### config.mk
export PLATFORM = sky130hd
export DESIGN_NAME = crie_irq_logic
export DESIGN_NICKNAME = d
export VERILOG_FILES = /design/src/verilog/crie_pkg.sv /design/src/verilog/crie_irq_logic.sv
export SDC_FILE = /design/constraint.sdc
export NUM_CORES = 1
export LEC_CHECK = 0
export BUFFER_PORTS_ARGS = -buffer_cell sky130_fd_sc_hd__buf_2
export CAP_MARGIN = 10
export CORE_UTILIZATION = 45
export CTS_BUF_LIST = sky130_fd_sc_hd__clkbuf_2 sky130_fd_sc_hd__clkbuf_4 sky130_fd_sc_hd__clkbuf_8
export CTS_CLUSTER_DIAMETER = 120
export DETAILED_ROUTE_END_ITERATION = 7
export PLACE_DENSITY = 0.92
export SLEW_MARGIN = 20
export SYNTH_ARGS = -nofsm -noshare
export SYNTH_HDL_FRONTEND = slang
export SYNTH_SLANG_ARGS = --single-unit
export TNS_END_PERCENT = 1
### constraint.sdc
create_clock -name clock_i -period 2.19 [get_ports clock_i]
set_input_delay 0.438 -clock clock_i [delete_from_list [all_inputs] [get_ports clock_i]]
set_output_delay 0.438 -clock clock_i [all_outputs]
set_load 0.1 [all_outputs]
### src/verilog/crie_pkg.sv
// package for the receive interrupt enable and status-change logic
package crie_pkg;
	// register byte addresses
	localparam logic [7:0] ADDR_ENABLE = 8'h00;
	localparam logic [7:0] ADDR_FLAGS  = 8'h04;
	localparam logic [7:0] ADDR_STATUS = 8'h08;
	localparam logic [7:0] ADDR_MASK   = 8'h0C;
	localparam logic [7:0] ADDR_WAKE   = 8'h10;
	// enable register field positions
	localparam int BIT_WAKE_IE = 7;
	localparam int BIT_CSC_IE  = 6;
	localparam int BIT_RXS_HI  = 5;
	localparam int BIT_RXS_LO  = 4;
	localparam int BIT_TXS_HI  = 3;
	localparam int BIT_TXS_LO  = 2;
	localparam int BIT_OVR_IE  = 1;
	localparam int BIT_RXF_IE  = 0;
	localparam logic [7:0] ENABLE_RESET = 8'h00;
	// sticky event layout for status and mask
	localparam int EV_WAKE = 0;
	localparam int EV_CSC  = 1;
	localparam int EV_OVR  = 2;
	localparam int EV_RXF  = 3;
	localparam int EV_N    = 4;
	localparam logic [3:0] MASK_RESET = 4'h0;
	// error-state codes (receiver also has bus-off)
	typedef enum logic [1:0] {
		ST_OK      = 2'b00,
		ST_WARN    = 2'b01,
		ST_ERR     = 2'b10,
		ST_BUS_OFF = 2'b11
	} crie_state_type;
	// sensitivity levels
	localparam logic [1:0] SENS_NONE = 2'b00;
	localparam logic [1:0] SENS_BOFF = 2'b01;
	localparam logic [1:0] SENS_ERR  = 2'b10;
	localparam logic [1:0] SENS_ALL  = 2'b11;
	// flags register layout: rx code [5:4], tx code [3:2], csc flag [0]
	localparam int FL_RX_LO = 4;
	localparam int FL_TX_LO = 2;
	localparam int FL_CSC   = 0;
	localparam int FL_WAKE  = 7;
	localparam int FL_OVR   = 6;
	localparam int FL_RXF   = 1;
	// event strobes from the controller core
	typedef struct packed {
		logic wakeup;
		logic overrun;
		logic rx_full;
	} crie_event_type;
endpackage

### src/verilog/crie_irq_logic.sv
// interrupt enable, state-change detection and apb register file
//
// The register offsets and register access over APB were left to the implementer.
`timescale 1ns/100ps
// What this block does
// wake-up event requests wake-up interrupt only when wake-up enable set
// status change flag requests error interrupt only when its enable set
// rx sensitivity picks which receiver state changes set the change flag
// tx sensitivity picks which transmitter state changes set the change flag
// rx state flags track actual state, updated only while no flag pending
// tx state flags track actual state, updated only while no flag pending
// overrun event requests error interrupt only when overrun enable set
// receive full event requests receiver interrupt when its enable set
// stop or wait recovery needs both wake-up enables set
// receiver state code has an extra bus-off value
// tx leaving bus-off to ok forces receiver straight to ok
// each request except recover_o is high while its flag and its enable are both set
module crie_irq_logic (
	// clock and reset
	input  wire logic                    clock_i,
	input  wire logic                    rst_n_i,
	// apb slave
	input  wire logic                    psel_i,
	input  wire logic                    penable_i,
	input  wire logic                    pwrite_i,
	input  wire logic [7:0]              paddr_i,
	input  wire logic [31:0]             pwdata_i,
	output logic      [31:0]             prdata_o,
	output logic                         pready_o,
	output logic                         pslverr_o,
	// controller core
	input  wire crie_pkg::crie_event_type events_i,
	input  wire crie_pkg::crie_state_type rx_state_i,
	input  wire crie_pkg::crie_state_type tx_state_i,
	input  wire logic                    low_power_i,
	// requests
	output logic                         wakeup_irq_o,
	output logic                         error_irq_o,
	output logic                         rx_irq_o,
	output logic                         recover_o,
	output logic                         irq_o
);
	import crie_pkg::*;

	logic [7:0]      enable_q;
	logic            wake_fn_q;
	logic [EV_N-1:0] status_q, status_d, mask_q, ev_set;
	logic            csc_q, ovr_q, rxf_q, wake_q;
	crie_state_type  rx_flag_q, tx_flag_q, rx_eff;
	logic            rx_hit, tx_hit, csc_set, csc_clr;
	logic            wr_en, rd_en, hit, flags_wr;
	logic [31:0]     rd_mux;

	// true when a change between two codes matters at this sensitivity
	function automatic logic sens_hit(input logic [1:0] s,
		input crie_state_type a, input crie_state_type b);
		logic boff, err;
		boff = (a == ST_BUS_OFF) != (b == ST_BUS_OFF);
		err  = boff || ((a == ST_ERR) != (b == ST_ERR));
		unique case (s)
			SENS_NONE: sens_hit = 1'b0;
			SENS_BOFF: sens_hit = boff;
			SENS_ERR:  sens_hit = err;
			SENS_ALL:  sens_hit = (a != b);
		endcase
	endfunction

	// bus decode; zero wait states, no error answer
	assign wr_en     = psel_i && penable_i && pwrite_i;
	assign rd_en     = psel_i && penable_i && !pwrite_i;
	assign pready_o  = 1'b1;
	assign pslverr_o = 1'b0;
	assign hit = (paddr_i == ADDR_ENABLE) || (paddr_i == ADDR_FLAGS) ||
		(paddr_i == ADDR_STATUS) || (paddr_i == ADDR_MASK) ||
		(paddr_i == ADDR_WAKE);

	// receiver forced to ok when tx recovers from bus-off
	assign rx_eff = (tx_flag_q == ST_BUS_OFF && tx_state_i == ST_OK) ?
		ST_OK : rx_state_i;

	// change detection against the latched flags
	assign rx_hit = sens_hit(enable_q[BIT_RXS_HI:BIT_RXS_LO],
		rx_flag_q, rx_eff);
	assign tx_hit = sens_hit(enable_q[BIT_TXS_HI:BIT_TXS_LO],
		tx_flag_q, tx_state_i);
	assign csc_set = !csc_q && (rx_hit || tx_hit);
	// writing one to the flag bit clears it
	assign flags_wr = wr_en && paddr_i == ADDR_FLAGS;
	assign csc_clr  = flags_wr && pwdata_i[FL_CSC];

	// state flags and change flag; set beats clear
	always_ff @(posedge clock_i) begin
		if (!rst_n_i) begin
			rx_flag_q <= ST_OK;
			tx_flag_q <= ST_OK;
			csc_q     <= 1'b0;
		end else begin
			if (!csc_q) begin
				rx_flag_q <= rx_eff;
				tx_flag_q <= tx_state_i;
			end
			csc_q <= csc_set || (csc_q && !csc_clr);
		end
	end

	// event flags held until software clears them
	always_ff @(posedge clock_i) begin
		if (!rst_n_i) begin
			wake_q <= 1'b0;
			ovr_q  <= 1'b0;
			rxf_q  <= 1'b0;
		end else begin
			wake_q <= events_i.wakeup ||
				(wake_q && !(flags_wr && pwdata_i[FL_WAKE]));
			ovr_q  <= events_i.overrun ||
				(ovr_q && !(flags_wr && pwdata_i[FL_OVR]));
			rxf_q  <= events_i.rx_full ||
				(rxf_q && !(flags_wr && pwdata_i[FL_RXF]));
		end
	end

	// requests gated by the enable bits
	assign wakeup_irq_o = wake_q && enable_q[BIT_WAKE_IE];
	assign error_irq_o  = (csc_q && enable_q[BIT_CSC_IE]) ||
		(ovr_q && enable_q[BIT_OVR_IE]);
	assign rx_irq_o     = rxf_q && enable_q[BIT_RXF_IE];
	// both enables needed to leave a low-power mode
	assign recover_o = low_power_i && events_i.wakeup && wake_fn_q &&
		enable_q[BIT_WAKE_IE];

	// sticky summary status, cleared by a read, set wins
	// only fresh events set a bit (wake, overrun, receive full when enabled; change flag without its enable), so a read really clears it
	assign ev_set = {events_i.rx_full && enable_q[BIT_RXF_IE],
		events_i.overrun && enable_q[BIT_OVR_IE], csc_set,
		events_i.wakeup && enable_q[BIT_WAKE_IE]};
	assign status_d = ev_set |
		((rd_en && paddr_i == ADDR_STATUS) ? '0 : status_q);
	assign irq_o = |(status_q & mask_q);

	// software registers
	always_ff @(posedge clock_i) begin
		if (!rst_n_i) begin
			enable_q  <= ENABLE_RESET;
			mask_q    <= MASK_RESET;
			wake_fn_q <= 1'b0;
			status_q  <= '0;
		end else begin
			status_q <= status_d;
			if (wr_en && paddr_i == ADDR_ENABLE)
				enable_q <= pwdata_i[7:0];
			if (wr_en && paddr_i == ADDR_MASK)
				mask_q <= pwdata_i[EV_N-1:0];
			if (wr_en && paddr_i == ADDR_WAKE)
				wake_fn_q <= pwdata_i[0];
		end
	end

	// read mux; unmapped reads return zero
	always_comb begin
		rd_mux = 32'h0000_0000;
		unique case (1'b1)
			paddr_i == ADDR_ENABLE: rd_mux[7:0] = enable_q;
			paddr_i == ADDR_FLAGS: rd_mux[7:0] = {wake_q, ovr_q,
				rx_flag_q, tx_flag_q, rxf_q, csc_q};
			paddr_i == ADDR_STATUS: rd_mux[EV_N-1:0] = status_q;
			paddr_i == ADDR_MASK: rd_mux[EV_N-1:0] = mask_q;
			paddr_i == ADDR_WAKE: rd_mux[0] = wake_fn_q;
			default: rd_mux = 32'h0000_0000;
		endcase
	end

	// registered read data
	always_ff @(posedge clock_i) begin
		if (!rst_n_i)
			prdata_o <= 32'h0000_0000;
		else if (psel_i && !penable_i && !pwrite_i)
			prdata_o <= hit ? rd_mux : 32'h0000_0000;
	end
endmodule // crie_irq_logic

# Word level (Yosys, flattened, before mapping)
# Index checks and enable logic that the tools add are counted.
totals:
  out_inout_bits: 39
  mem_bits_ro: 0
  ram_bits: 0
  regBits: 57
  in_bits: 53
  latch_bits: 0
  n_memories: 0
op_classes:
  multipliers: 0
  add_sub_neg: 0
  shifts: 0
  n_bitwise: 2
  n_lt_le_gt_ge: 0
  reduce_logical: 54
  div: 0
  eq_ne: 24
  n_mux: 8
ops:
  columns: ["op", "n"]
  rows:
  - ["$logic_and A1 B1 Y1", 30]
  - ["$eq A2 B2 Y1 const B", 12]
  - ["$eq A8 B4 Y1 const B", 2]
  - ["$logic_or A1 B1 Y1", 12]
  - ["$pmux W3 S4", 1]
  - ["$eq A8 B3 Y1 const B", 1]
  - ["$eq A8 B5 Y1 const B", 1]
  - ["$logic_not A8 Y1", 1]
  - ["$mux W8", 1]
  - ["$pmux W1 S4", 2]
  - ["$pmux W4 S2", 1]
  - ["$logic_not A1 Y1", 7]
  - ["$logic_not A2 Y1", 3]
  - ["$pmux W1 S5", 1]
  - ["$and A4 B4 Y4", 1]
  - ["$eq A2 B1 Y1 const B", 2]
  - ["$mux W4", 1]
  - ["$ne A1 B1 Y1", 4]
  - ["$ne A2 B2 Y1", 2]
  - ["$or A4 B4 Y4", 1]
  - ["$reduce_or A4 Y1", 1]
  - ["$mux W2", 1]

# Logic depth before layout (Yosys ltp)
logic_depth:
  depth_word: 10
  depth_mapped: 6

# Worst setup path after synthesis
# Ideal clock, no wire load.
synth_path:
  path_type: "input -> register"
  start: "input port paddr_i[1]"
  end: "register enable_q[0]"
  cell_stages: 6
  required_ps: 2062
  setup_slack_ps: 167
  arrival_time_ps: 1895
  setup_time_ps: 128
  cell_sequence: "or4_4 nor4_4 and3b_1 buf_6 mux2i_1 nor2_1"
synth_between:
  elab_chain_cells: 2
synth_rtl:
  columns: ["element", "line_no", "text"]
  rows:
  - ["start: declaration", "crie_irq_logic.sv:26", "input wire logic [7:0] paddr_i,"]
  - ["$logic_not A8 Y1", "crie_irq_logic.sv:149", "if (wr_en && paddr_i == ADDR_ENABLE)"]
  - ["$logic_and A1 B1 Y1", "crie_irq_logic.sv:149", null]
  - ["end signal: assignment", "crie_irq_logic.sv:150", "enable_q <= pwdata_i[7:0];"]
  - ["end: declaration", "crie_irq_logic.sv:45", "logic [7:0] enable_q;"]
# No other way between the ends.
# A chain may end at the register's enable or synchronous reset.

# Final worst setup path
layout_path:
  start: "input port paddr_i[1]"
  end: "register enable_q[1]"
# Same word-level chain as after synthesis.

==> results.md <==
- CP endpoint kind: flop
- Die height: around 65 um
- Syn avg cell area: 8.777 um2
- CP max FO: 6
- First-pass GRT wire length: around 6100 um
- Initial antenna violation count: 0
- DIE AREA: 0.004195 mm2
- IO Port Bufs: 41
- Layout area overhead: 16.02%
- Finished Cell Area: slightly above 0.002 mm2
- Pins Over Slew Limit: 0
- Pwr Density: 686.2 mW/mm2
- Placed cell area: between 0.0015 and 0.002 mm2
- Post-synth top area share: 37.26%
- EDFF count, synth: 0
- Number of global-route vias before repair: between 1k and 1.5k
- RD Place Congestion: roughly 0.88
- Antenna viol nets, final: 0
- Yosys cell types: 35
- Cell count after synthesis: 202
- Post-CTS Setup Bufs: 0
- Core Region: approximately 0.0037 mm2
- Sink Count: 33
- Initial DRC Count: 71
- CTS root buf: clkbuf_8
- Avg WL per Cell: 12.45 um
- Seq/Total Area, Yosys: a little under two fifths
- WL final: between 3000 and 4000 um
- Worst-path clk slew: 70 ps
- Placed wire-length estimate: around 2800 um
- Final period utilization: roughly 85%
- Hold_buf cts: 0
- DRC errors left: 0
- Cell Rows: 22
- Drt pass-1 iters: 4
- Post-Syn Area: about 0.0018 mm2
- Congestion Overflow GR: 0
- Worst Path Class, Setup: input port to flop
- Crit-path leading delay family: simple AND/OR/NAND/NOR gates
- Setup TNS: 0 ps
- Starting Density: 47.71%
- Share of layout cells above drive strength 1: 27.31%
- CTS tree: yes
- Post-synth top flop: dfxtp_1
- Fmax: about 540 MHz
- Die width: approximately 65 um
- Status: finished clean
- TritonCTS Buffers: 5
- Post-synth top cells: dfxtp_1 (33), nor2_1 (33), buf_4 (26), a21oi_1 (17), mux2i_1 (15)
- Overall power: approximately 1.4 mW
- Critical Path AT: a little over 2000 ps
- Final Hold Viols: 0
- Final Critical Period: about 1900 ps
- Post-CTS resize count: 0
- Worst Path Required: 2360 ps
- Area leader, netlist: dfxtp_1
- Fraction of registers with async set/reset: 0%
- CP peak stage delay: between 500 and 600 ps
- Layout Nets: about 300
- Peak supply drop: 281.1 uV
- Via Count: 1506
- WP buf/inv: 3
- CTS Buffer Depth: 2
- Min-Delay Path Class: input port to flop
- Max Cap Viol: 0
- Static Leakage: approximately 0.92 nW
- Via/cell ratio: 5.071
- CP Launch Type: input port
- Slowest cell on crit path: or4_4
- Final setup fails: 0
- Flop and latch count out of synthesis: 33
- Utilization after layout: 55.35%
- I/O pin cnt: between 90 and 100
- Largest net degree at the start of global routing: 17
- H-Tree Depth: 2
- Clk_skew: about 2.9 ps
- RSZ-0062 raised after global routing: no
- Top cells by area, synth: dfxtp_1 (37%), buf_4 (11%), mux2i_1 (8.5%), nor2_1 (7.0%), a21oi_1 (4.8%)
- Synth warn: 0
- CP cell instances: buf_2 -> or4_4 -> buf_4 -> nor4_4 -> and3b_1 -> buf_4 -> mux2i_1 -> nor2_1
- GRT Overall Usage: between 10% and 20%
- Skew-Pair Late Insertion Delay: about 280 ps
- Antenna cells: 0
- CP dominant cell by count: buf_4
==> cell families (layout without fill, tap and decap cells) <==
family | count (synthesis) | in the layout | share of synthesized area, %
simple gates | 71 | 71 | 19.55
buf+inv | 35 | 58 | 13.34
compound gates | 34 | 34 | 12.00
flops | 33 | 33 | 37.26
mux | 23 | 23 | 15.45
xor+xnor | 4 | 4 | 1.976
other cells | 2 | 26 | 0.4236
==> cell type report <==
cell class / instances / area (um2)
Tap cell: 48 / 60.06
Sequential cell: 33 / 660.6
Inverter: 1 / 3.754
Clock inverter: 1 / 5.005
Clock buffer: 7 / 96.34
Timing Repair Buffer: 49 / 265.3
Multi-Input combinational cell: 158 / 965.9
Fill cell: 339 / 1659
==> through the flow <==
stage | hold slack [ps] | instances | setup slack [ps]
3_5_place_dp | 445.0 | 289 | 33.38
2_1_floorplan | 459.9 | 226 | 167.1
6_report | 391.7 | 297 | 332.5
4_1_cts | 392.1 | 297 | 331.4
3_3_place_gp | 439.0 | 289 | 85.48
5_1_grt | 389.8 | 297 | 222.3
==> path summary, 6_finish.rpt <==
kind	start	endpoint	slack (ps)	cells past startpoint
max	paddr_i[1]	enable_q[1]$_SDFFE_PN0P_	330	8
min	events_i[0]	rxf_q$_SDFF_PN0_	390	3
max reg2reg	tx_flag_q[1]$_SDFFE_PN0N_	status_q[1]$_SDFF_PN0_	810	5
min reg2reg	prdata_o[6]$_SDFFE_PN0P_	prdata_o[6]$_SDFFE_PN0P_	450	2
==> state kept, by name, indices dropped and copies added (netlist names) <==
register	flops
rxf_q	1
mask_q	4
wake_fn_q	1
wake_q	1
prdata_o	8
csc_q	1
rx_flag_q	2
status_q	4
enable_q	8
tx_flag_q	2
ovr_q	1
==> worst register-to-register path, cell delays in order (launching register included) <==
cell and delay (ps):
dfxtp_1 430, nand4bb_1 150, nand2_1 150, xnor2_1 130
o211ai_1 130, a221oi_1 290
==> report_power, final <==
group	internal [mW]	switching, mW	total, mW	leakage (nW)
sequential	0.609	0.00932	0.619	0.268
clock	0.284	0.210	0.493	0.0542
combinational	0.0466	0.253	0.299	0.600
total	0.940	0.472	1.41	0.922
==> layout by cell type (no fill, tap or decap), types with 2 or more instances in the layout <==
cell      instances
a21oi_1          17
a22oi_1           6
and2_1            4
buf_2            41
buf_4             8
clkbuf_8          7
conb_1           26
dfxtp_1          33
mux2_2            5
mux2i_1          15
mux4_2            3
nand2_1          12
nand3_1          12
nand4_1           2
nor2_1           33
o21ai_0           3
xnor2_1           4
==> routing by layer <==
| metal | global-route usage, % | part of all wire [%] | vias to the layer above |
|---|---|---|---|
| li1 | - | - | 744 |
| met1 | 23.62 | 44 | 683 |
| met2 | 30.99 | 48 | 74 |
| met3 | 4.930 | 7.7 | 5 |
| met4 | 7.778 | 0.87 | 0 |
| met5 | 0 | 0 | - |
Power figures use the tool's default switching activity.
